[config.mk]
export PLATFORM = sky130hd
export DESIGN_NAME = ipc_ctrl
export DESIGN_NICKNAME = d
export VERILOG_FILES = /design/src/design/ipc_pkg.sv /design/src/design/ipc_ctrl.sv
export VERILOG_INCLUDE_DIRS = /design/src /design/src/design
export SDC_FILE = /design/constraint.sdc
export NUM_CORES = 1
export LEC_CHECK = 0
export ABC_AREA = 1
export CORE_MARGIN = 2
export CORE_UTILIZATION = 55
export CTS_BUF_LIST = sky130_fd_sc_hd__clkbuf_4
export CTS_CLUSTER_SIZE = 12
export DETAILED_ROUTE_END_ITERATION = 10
export DONT_BUFFER_PORTS = 1
export GPL_TIMING_DRIVEN = 0
export PLACE_DENSITY = 0.83
export SLEW_MARGIN = 40
export SYNTH_ARGS = -nofsm -noshare
export SYNTH_HDL_FRONTEND = slang
export SYNTH_SLANG_ARGS = --single-unit
[constraint.sdc]
create_clock -name core_clk_in -period 48.1 [get_ports core_clk_in]
set_input_delay 14.43 -clock core_clk_in [delete_from_list [all_inputs] [get_ports core_clk_in]]
set_output_delay 14.43 -clock core_clk_in [all_outputs]
set_load 0.02 [all_outputs]
[src/design/ipc_defines.svh]
`ifndef IPC_DEFINES_SVH
`define IPC_DEFINES_SVH

// Register indexes; byte address is four times the index
`define IPC_IDX_VBASE   5'h07
`define IPC_IDX_FM0     5'h08
`define IPC_IDX_FVL0    5'h09
`define IPC_IDX_FVH0    5'h0a
`define IPC_IDX_FM1     5'h0b
`define IPC_IDX_FVL1    5'h0c
`define IPC_IDX_FVH1    5'h0d
`define IPC_IDX_PEND0   5'h0e
`define IPC_IDX_PEND1   5'h0f
`define IPC_IDX_PEND2   5'h10
`define IPC_IDX_PEND3   5'h11
`define IPC_IDX_CTRL    5'h16

// Write masks, which also fix the readable width
`define IPC_MSK_VBASE   16'h3fff
`define IPC_MSK_FM      16'h003f
`define IPC_MSK_FVL     16'hffff
`define IPC_MSK_FVH     16'h001f

// Reset values
`define IPC_RST_VBASE   16'h0080
`define IPC_RST_ZERO    16'h0000
`define IPC_RST_PEND    16'hffff
`define IPC_RST_CTRL    16'h001c

// Control register fields
`define IPC_CTRL_INT    15
`define IPC_CTRL_DIS    5
`define IPC_CTRL_FIXED  5'h1c
`define IPC_PEND0_RSVD  1'b1
`endif

[src/design/ipc_pkg.sv]
package ipc_pkg;
    typedef enum logic [1:0] {
        IPC_HOLD0 = 2'b00,
        IPC_HOLD1 = 2'b01,
        IPC_RUN   = 2'b10
    } ipc_hold_t;

    // 0 = disabled, 1..3 = priority level 0..2
    typedef logic [1:0] ipc_code_t;
endpackage

[src/design/ipc_ctrl.sv]
`timescale 1ns/100ps
`default_nettype none
`include "ipc_defines.svh"
// Notes on behaviour
// - Second fast vector high holds 5 bits, joined with low half into 21-bit address.
// - Pending bits read 0 while request outstanding, 1 otherwise, ascending order.
// - First pending register shows vectors 2 to 16; lowest bit reads one.
// - Second pending register shows vectors 17 to 32.
// - Third pending register is read-only, vectors 33 to 48, resets all ones.
// - Fourth pending register shows vectors 49 to 63.
// - Control top bit shows whether an interrupt is driven to the core.
// - Two-bit nest level gives the level a request must exceed to preempt.
// - Nest level changes only when the core enters a new service routine, or clears to zero when the core signals exit.
// - Seven-bit field captures vector address bits 7 to 1 of the last entry.
// - A nested entry may overwrite captured fields before software reads them.
// - Global block bit 5 stops all interrupts; resets to zero.
// - Reset vector shown during reset until second rising edge after release.
// - Reset returns all registers to defaults, programmable requests disabled.
// - Vector base gives upper 14 bits, request number times two the lower 7.
// - Fast vector is used when a level-2 request wins and the fast request is pending at level 2; fast 0 beats fast 1.
module ipc_ctrl
    import ipc_pkg::*;
(
    input  wire logic         core_clk_in,
    input  wire logic         nrst_in,
    input  wire logic [4:0]   avs_address_in,
    input  wire logic         avs_read_in,
    input  wire logic         avs_write_in,
    input  wire logic [31:0]  avs_writedata_in,
    input  wire logic [3:0]   avs_byteenable_in,
    output logic      [31:0]  avs_readdata_out,
    output logic              avs_waitrequest_out,
    input  wire logic [63:2]  irq_req_in,
    input  wire logic [127:0] irq_level_in,
    input  wire logic         core_ack_in,
    input  wire logic         core_exit_in,
    output logic              core_irq_out,
    output logic      [1:0]   required_nest_level_out,
    output logic      [20:0]  vector_address_bus_out
);

// ----------------------------------------------------------------
// Helpers
// ----------------------------------------------------------------
function automatic logic [15:0] merge16(input logic [15:0] old, input logic [31:0] wd,
                                        input logic [3:0] be, input logic [15:0] msk);
    merge16 = {be[1] ? wd[15:8] : old[15:8], be[0] ? wd[7:0] : old[7:0]} & msk;
endfunction

// Highest code wins; among equals the lowest vector number
function automatic logic [7:0] pick(input logic [63:2] pend, input logic [127:0] lvl);
    logic [1:0] best;
    logic [5:0] vec;
    best = 2'h0;
    vec  = 6'h00;
    for (int i = 63; i >= 2; i--) begin
        if (pend[i] && lvl[2*i +: 2] != 2'h0 && lvl[2*i +: 2] >= best) begin
            best = lvl[2*i +: 2];
            vec  = i[5:0];
        end
    end
    pick = {best, vec};
endfunction

// ----------------------------------------------------------------
// State
// ----------------------------------------------------------------
logic [15:0] vbase_q, fm0_q, fvl0_q, fvh0_q, fm1_q, fvl1_q, fvh1_q;
logic [63:2] pend_q;
logic        dis_q;
ipc_code_t   required_nest_level_q;
logic [6:0]  vabf_q;
logic        irq_q;
logic [20:0] vab_q;
ipc_code_t   wcode_q;
ipc_hold_t   hold_q;
logic        wait_q;
logic [31:0] rdata_q;

// ----------------------------------------------------------------
// Arbitration
// ----------------------------------------------------------------
wire [7:0]  win    = pick(pend_q, irq_level_in);
wire [1:0]  wcode  = win[7:6];
// Padded so that a match value of 0 or 1 never selects outside the pending range
wire [63:0] pend_all = {pend_q, 2'b00};
wire        f0_hit = pend_all[fm0_q[5:0]] && fm0_q[5:0] >= 6'h02 && irq_level_in[2*fm0_q[5:0] +: 2] == 2'h3;
wire        f1_hit = pend_all[fm1_q[5:0]] && fm1_q[5:0] >= 6'h02 && irq_level_in[2*fm1_q[5:0] +: 2] == 2'h3;
wire [20:0] norm_a = {vbase_q[13:0], win[5:0], 1'b0};
wire [20:0] f0_a   = {fvh0_q[4:0], fvl0_q};
wire [20:0] f1_a   = {fvh1_q[4:0], fvl1_q};
wire [20:0] vab_d  = (wcode == 2'h3 && f0_hit) ? f0_a :
                     (wcode == 2'h3 && f1_hit) ? f1_a : norm_a;
// Admit when winner level exceeds the threshold held in the nest level
wire        irq_d  = (hold_q == IPC_RUN) && wcode > required_nest_level_q && !dis_q;
// Reset vector is the vector base reset value in the upper 14 bits
localparam logic [15:0] rst_base = `IPC_RST_VBASE;
localparam logic [20:0] rst_a    = {rst_base[13:0], 7'h00};

// ----------------------------------------------------------------
// Register bus decode
// ----------------------------------------------------------------
wire        req    = (avs_read_in | avs_write_in) & wait_q;
wire        wr     = avs_write_in & ~wait_q;
wire [4:0]  a      = avs_address_in;
wire [3:0]  be     = avs_byteenable_in;
wire [31:0] wd     = avs_writedata_in;
wire [15:0] ctrl_r = {irq_q, required_nest_level_q, vabf_q, dis_q, `IPC_CTRL_FIXED};
wire [15:0] rd_mux =
    (a == `IPC_IDX_VBASE) ? vbase_q :
    (a == `IPC_IDX_FM0)   ? fm0_q :
    (a == `IPC_IDX_FVL0)  ? fvl0_q :
    (a == `IPC_IDX_FVH0)  ? fvh0_q :
    (a == `IPC_IDX_FM1)   ? fm1_q :
    (a == `IPC_IDX_FVL1)  ? fvl1_q :
    (a == `IPC_IDX_FVH1)  ? fvh1_q :
    (a == `IPC_IDX_PEND0) ? {~pend_q[16:2], `IPC_PEND0_RSVD} :
    (a == `IPC_IDX_PEND1) ? ~pend_q[32:17] :
    (a == `IPC_IDX_PEND2) ? ~pend_q[48:33] :
    (a == `IPC_IDX_PEND3) ? {1'b1, ~pend_q[63:49]} :
    (a == `IPC_IDX_CTRL)  ? ctrl_r : 16'h0000;

// ----------------------------------------------------------------
// Bus slave: one wait cycle, then answer for one cycle
// ----------------------------------------------------------------
always_ff @(posedge core_clk_in or negedge nrst_in) begin
    if (!nrst_in) begin
        wait_q  <= 1'b1;
        rdata_q <= 32'h0000_0000;
    end else begin
        wait_q  <= ~req;
        rdata_q <= req ? {16'h0000, rd_mux} : rdata_q;
    end
end

// Pure-read pending bits ignore writes
always_ff @(posedge core_clk_in or negedge nrst_in) begin
    if (!nrst_in) begin
        vbase_q <= `IPC_RST_VBASE;
        fm0_q   <= `IPC_RST_ZERO;
        fvl0_q  <= `IPC_RST_ZERO;
        fvh0_q  <= `IPC_RST_ZERO;
        fm1_q   <= `IPC_RST_ZERO;
        fvl1_q  <= `IPC_RST_ZERO;
        fvh1_q  <= `IPC_RST_ZERO;
        dis_q   <= 1'(`IPC_RST_CTRL >> `IPC_CTRL_DIS);
    end else if (wr) begin
        if (a == `IPC_IDX_VBASE) vbase_q <= merge16(vbase_q, wd, be, `IPC_MSK_VBASE);
        if (a == `IPC_IDX_FM0)   fm0_q   <= merge16(fm0_q, wd, be, `IPC_MSK_FM);
        if (a == `IPC_IDX_FVL0)  fvl0_q  <= merge16(fvl0_q, wd, be, `IPC_MSK_FVL);
        if (a == `IPC_IDX_FVH0)  fvh0_q  <= merge16(fvh0_q, wd, be, `IPC_MSK_FVH);
        if (a == `IPC_IDX_FM1)   fm1_q   <= merge16(fm1_q, wd, be, `IPC_MSK_FM);
        if (a == `IPC_IDX_FVL1)  fvl1_q  <= merge16(fvl1_q, wd, be, `IPC_MSK_FVL);
        if (a == `IPC_IDX_FVH1)  fvh1_q  <= merge16(fvh1_q, wd, be, `IPC_MSK_FVH);
        if (a == `IPC_IDX_CTRL && be[0]) dis_q <= wd[`IPC_CTRL_DIS];
    end
end

// ----------------------------------------------------------------
// Pending capture and core handshake
// ----------------------------------------------------------------
always_ff @(posedge core_clk_in or negedge nrst_in) begin
    if (!nrst_in) begin
        pend_q <= 62'h0;
        hold_q <= IPC_HOLD0;
    end else begin
        pend_q <= irq_req_in;
        case (hold_q)
            IPC_HOLD0: hold_q <= IPC_HOLD1;
            IPC_HOLD1: hold_q <= IPC_RUN;
            IPC_RUN:   hold_q <= IPC_RUN;
            default:   hold_q <= IPC_RUN;
        endcase
    end
end

// Vector stays at the reset address through the first edge after release
always_ff @(posedge core_clk_in or negedge nrst_in) begin
    if (!nrst_in) begin
        vab_q   <= rst_a;
        irq_q   <= 1'b0;
        wcode_q <= 2'h0;
    end else begin
        vab_q   <= (hold_q == IPC_HOLD0) ? rst_a : vab_d;
        irq_q   <= irq_d;
        wcode_q <= wcode;
    end
end

// Fields reflect whatever the core took last; a nested entry overwrites them
always_ff @(posedge core_clk_in or negedge nrst_in) begin
    if (!nrst_in) begin
        required_nest_level_q <= 2'h0;
        vabf_q <= 7'h00;
    end else if (core_ack_in && irq_q) begin
        required_nest_level_q <= wcode_q;
        vabf_q <= vab_q[7:1];
    end else if (core_exit_in) begin
        required_nest_level_q <= 2'h0;
    end
end

assign avs_readdata_out        = rdata_q;
assign avs_waitrequest_out     = wait_q;
assign core_irq_out            = irq_q;
assign required_nest_level_out = required_nest_level_q;
assign vector_address_bus_out  = vab_q;

// ----------------------------------------------------------------
// Checks
// ----------------------------------------------------------------
property p_irq_block;
    @(posedge core_clk_in) disable iff (!nrst_in) dis_q |=> !irq_q;
endproperty
a_irq_block: assert property (p_irq_block) else $error("core request while blocked");

property p_nest_hold;
    @(posedge core_clk_in) disable iff (!nrst_in)
        !(core_ack_in && irq_q) && !core_exit_in |=> $stable(required_nest_level_q);
endproperty
a_nest_hold: assert property (p_nest_hold) else $error("nest level moved without entry");

property p_nest_take;
    @(posedge core_clk_in) disable iff (!nrst_in)
        core_ack_in && irq_q |=> required_nest_level_q == $past(wcode_q) && required_nest_level_q != 2'h0;
endproperty
a_nest_take: assert property (p_nest_take) else $error("nest level not captured");

property p_vab_field;
    @(posedge core_clk_in) disable iff (!nrst_in)
        core_ack_in && irq_q |=> vabf_q == $past(vector_address_bus_out[7:1]);
endproperty
a_vab_field: assert property (p_vab_field) else $error("vector field not captured");

property p_rst_vec;
    @(posedge core_clk_in) disable iff (!nrst_in)
        $rose(hold_q == IPC_HOLD1) |-> vector_address_bus_out == rst_a;
endproperty
a_rst_vec: assert property (p_rst_vec) else $error("reset vector dropped early");

property p_pend2_read;
    @(posedge core_clk_in) disable iff (!nrst_in)
        avs_read_in && wait_q && a == `IPC_IDX_PEND2
        |=> !avs_waitrequest_out && avs_readdata_out[15:0] == ~$past(pend_q[48:33]);
endproperty
a_pend2_read: assert property (p_pend2_read) else $error("pending 33-48 read wrong");

property p_pend0_rsvd;
    @(posedge core_clk_in) disable iff (!nrst_in)
        !avs_waitrequest_out && $past(a) == `IPC_IDX_PEND0 |-> avs_readdata_out[0];
endproperty
a_pend0_rsvd: assert property (p_pend0_rsvd) else $error("pending reserved bit low");

property p_fvh1_width;
    @(posedge core_clk_in) disable iff (!nrst_in)
        !avs_waitrequest_out && $past(a) == `IPC_IDX_FVH1 |-> avs_readdata_out[31:5] == 27'h0;
endproperty
a_fvh1_width: assert property (p_fvh1_width) else $error("fast high upper bits set");

property p_fast_win;
    @(posedge core_clk_in) disable iff (!nrst_in)
        hold_q == IPC_RUN && wcode == 2'h3 && f0_hit |=> vector_address_bus_out == $past(f0_a);
endproperty
a_fast_win: assert property (p_fast_win) else $error("fast 0 vector not used");

property p_fast1_win;
    @(posedge core_clk_in) disable iff (!nrst_in)
        hold_q == IPC_RUN && wcode == 2'h3 && f1_hit && !f0_hit |=> vector_address_bus_out == $past(f1_a);
endproperty
a_fast1_win: assert property (p_fast1_win) else $error("fast 1 vector not used");

property p_vab_norm;
    @(posedge core_clk_in) disable iff (!nrst_in)
        hold_q != IPC_HOLD0 && wcode != 2'h3 |=> vector_address_bus_out == $past(norm_a);
endproperty
a_vab_norm: assert property (p_vab_norm) else $error("normal vector not built from base");

property p_hold_quiet;
    @(posedge core_clk_in) disable iff (!nrst_in)
        hold_q != IPC_RUN |=> !core_irq_out;
endproperty
a_hold_quiet: assert property (p_hold_quiet) else $error("core request during reset hold");

property p_admit;
    @(posedge core_clk_in) disable iff (!nrst_in)
        hold_q == IPC_RUN && !dis_q && wcode > required_nest_level_q |=> core_irq_out;
endproperty
a_admit: assert property (p_admit) else $error("admissible request not sent");

property p_refuse;
    @(posedge core_clk_in) disable iff (!nrst_in)
        wcode <= required_nest_level_q |=> !core_irq_out;
endproperty
a_refuse: assert property (p_refuse) else $error("request below nest level sent");

property p_exit_clear;
    @(posedge core_clk_in) disable iff (!nrst_in)
        core_exit_in && !(core_ack_in && irq_q) |=> required_nest_level_out == 2'h0;
endproperty
a_exit_clear: assert property (p_exit_clear) else $error("nest level kept after exit");

property p_dis_write;
    @(posedge core_clk_in) disable iff (!nrst_in)
        wr && a == `IPC_IDX_CTRL && be[0] |=> dis_q == $past(wd[`IPC_CTRL_DIS]);
endproperty
a_dis_write: assert property (p_dis_write) else $error("global block bit not written");

property p_ctrl_fixed;
    @(posedge core_clk_in) disable iff (!nrst_in)
        !avs_waitrequest_out && $past(a) == `IPC_IDX_CTRL |-> avs_readdata_out[4:0] == `IPC_CTRL_FIXED;
endproperty
a_ctrl_fixed: assert property (p_ctrl_fixed) else $error("control fixed bits wrong");

endmodule
`default_nettype wire

==> metrics.txt <==
run status=complete, but fails checks; failing checks=setup timing; hold slack=a little under 500 ps; largest net degree at the start of global routing=~180; Via density=~6.3; layout cells sized above 1=between 30% and 40%; post-route cell area=18700 um^2; TritonCTS Buffers=17; post-route setup slack=-19840 ps; mean post-synth cell area=approximately 6.6 um^2; Hold Violations, Final=0; Critical Path Most Common Cell=nand2_2; Mapped Cells=approximately 2200; Final ANT Viol Nets=0; DR iter-0 viols=2147; Post-synth EDFFs=0; met2 usage=59.2%; gpl congestion=between 0.9 and 1; minimum clock period=approximately 68000 ps; Comb power frac=between 40% and 50%; Reg2Reg Depth=472; first-pass GRT wire length=approximately 80000 um; Ports=between 200 and 300; routed via count=about 17000; Setup WS pre-CTS=-21720 ps; reg2reg setup slack=-6840 ps; CP max FO=5; CP startpoint kind=input pin; die area=28300 um^2; RSZ-0062 raised after global routing=yes; grt met1 use=a little over two fifths; H-tree levels=4; Peak Freq=about 0.015 GHz; switching pwr=between 0.0002 and 0.0003 W; Distinct cells, synth=56; CTS Sinks=183; Detailed Routing Iterations Pass 1=10; sequential fraction of the synthesis area=30.9%; Layout area overhead=26.4%; min-delay src=wcode_q[1]; leakage power=~9.3 nW; clock latency on the worst-skew pair=between 600 and 700 ps; final setup fails=24; Reg-to-Reg End=vector_address_bus_out[2]; Tightest Pin Transition=between 1000 and 1500 ps; critical path arrival=68500 ps; global routing's busiest layer=met2; grt ovf=0; Net Sw Frac=between 40% and 50%; pwr/cell area=30.5 nW/um^2; Post-Place Cells=around 2600; clock power share=17.0%; GRT met3 Usage=10.6%; CP startpoint=irq_level_in[127]; Total Wirelength=just under 60000 um; Clock Pin Slew Worst Setup and Hold Paths=210 ps; Crit Path Category=in2reg; Port Buffers=0; gr usage total=a little over a third; Fill cells=roughly 2000; number of synthesized register bits=roughly 180; slowest stage delay, CP=~320 ps; Nets=approximately 2700; critical path's slowest cell=ha_4; DP HPWL=a little over 40000 um; CTS tree=done; Cell Count, Final, Fillers Out=about 2800; crit path capture type=flop; CTS root buffer=clkbuf_4; Rel. slew slack=30.2%; clock tree buffer depth=2; Sum Neg Setup Slack=-473770 ps; core area=26700 um^2; worst hold path stage count=2; fin. max-slew vios=0; Power Internal=0.000315 W; CP Data Required Time=slightly below 50000 ps; leading cell types in the layout, fill and taps excluded=nand2_1, inv_1, o21ai_0; Initial Util=a little under three fifths; Die Y=168 um; vias in the first global route=approximately 15000; type of the worst min-delay path=reg2reg; max-cap violations=0; DRC violations left=0; fraction of registers with async set/reset=100%; reg-to-reg critical path startpoint=pend_q[63]; Final period util=141%; most common library cell in the layout ignoring fill and taps=nand2_1; Cell Area, Synth=14800 um^2; Avg WL per Cell=between 20 and 25 um; initial antenna violation count=2; CP endpoint=vector_address_bus_out[2]; placed cell areas=between 15000 and 20000 um^2; Ys Warns=0; Most used DFF post-synth=dfrtp_1; Worst VDD drop=approximately 0.000025 V; chip width=approximately 170 um; sequential share of power=between 30% and 40%; site row count=60; clk_skew=a little under 50 ps
how the worst min path moves through the flow:
stage | to | slack, ps
floorplan | hold_q[0] | 430
global placement | core_irq_out | 440
detailed placement | core_irq_out | 460
CTS | core_irq_out | 460
global route | core_irq_out | 530
finish | required_nest_level_out[1] | 490
routing by layer:
| metal | vias to the layer above | wire [um] |
|---|---|---|
| met2 | 1240 | 27200 |
| met3 | 353 | 6800 |
| met5 | - | 0 |
| met4 | 0 | 3970 |
| met1 | 8192 | 20900 |
| li1 | 7676 | - |
per-stage QoR:
| stage | utilization [%] | power [W] |
|---|---|---|
| final | 70.0 | 0.000572 |
| after global routing | 70.0 | 0.000602 |
| after CTS | 60.3 | 0.000474 |
| after detailed placement | 58.3 | 0.000375 |
| after global placement | 58.2 | 0.000368 |
| after floorplan | - | 0.000329 |
cell families after synthesis:
group                      synth area share (%)
DFF                                        30.9
buffers and inverters                      13.5
AOI/OAI and AO/OA                          19.3
muxes                                     0.532
adders and majority gates                  5.56
other                                    0.0253
and+or+nand+nor                            30.1
area by class of cell:
cell class	count	area (um^2)	area share, %
multi-input cells	1571	10300	54.9
well taps	341	427	2.28
clock buffers	17	128	0.682
repair buffers	126	1020	5.43
plain buffers	75	465	2.49
clock inverters	15	193	1.03
flip-flops and latches	183	4580	24.5
diodes	2	5.00	0.0267
inverters	423	1620	8.64
sequential cells by signal, summed over array words and instances (netlist names), 5 cells and up:
name and count:
pend_q 62, vector_address_bus_out 21, avs_readdata_out 16, fvl0_q 16, fvl1_q 16, vbase_q 14
vabf_q 7, fm0_q 6, fm1_q 6, fvh0_q 5, fvh1_q 5
critical path, delay by kind of cell:
kind	cells	cell delay, ps
and+or+nand+nor	263	25770
adders and majority gates	62	15520
AOI/OAI and AO/OA	61	8020
buffers and inverters	86	4560
cells in the mapped netlist, types with 4 or more instances:
| master | count | area share, % |
|---|---|---|
| nand2_1 | 569 | 14 |
| inv_1 | 403 | 10 |
| o21ai_0 | 234 | 7.9 |
| nand3_1 | 196 | 6.6 |
| dfrtp_1 | 180 | 30 |
| a21oi_1 | 76 | 2.6 |
| nor2_1 | 71 | 1.8 |
| ha_1 | 65 | 5.5 |
| nand4_1 | 50 | 2.1 |
| o211ai_1 | 46 | 2.3 |
| clkbuf_1 | 41 | 1.0 |
| nor3_1 | 32 | 1.1 |
| and2_1 | 28 | 1.2 |
| buf_4 | 23 | 1.2 |
| a21oi_2 | 20 | 1.2 |
| nand2_2 | 19 | 0.80 |
| inv_2 | 14 | 0.35 |
| o22ai_1 | 13 | 0.55 |
| o21bai_1 | 12 | 0.61 |
| o21ai_2 | 11 | 0.65 |
| o21ai_1 | 10 | 0.34 |
| a221oi_1 | 9 | 0.53 |
| a211oi_1 | 8 | 0.41 |
| a22oi_1 | 8 | 0.41 |
| nand3b_1 | 8 | 0.41 |
| a31oi_1 | 7 | 0.30 |
| mux2_2 | 7 | 0.53 |
| nand3_2 | 7 | 0.47 |
| clkinv_1 | 6 | 0.15 |
| nor2_2 | 6 | 0.25 |
| o221ai_1 | 6 | 0.35 |
| nor4_1 | 5 | 0.21 |
| o311ai_0 | 5 | 0.30 |
| buf_6 | 4 | 0.30 |
timing repair:
item,in CTS,in global routing
buffers inserted,21,103
cloned,0,2
hold buffers,0,0
gates resized for setup,17,444
pin swaps,24,351
endpoints found under the setup margin,24,24
power groups by stage:
stage                     Sequential [W]  Combinational, W  Clock [W]
after detailed placement        0.000198          0.000177          0
after CTS                       0.000195          0.000182  0.0000968
after global routing            0.000198          0.000301   0.000103
after floorplan                 0.000191          0.000137          0
final                           0.000197          0.000278  0.0000969
after global placement          0.000198          0.000170          0
No activity file was read; power rests on OpenSTA's default activity.
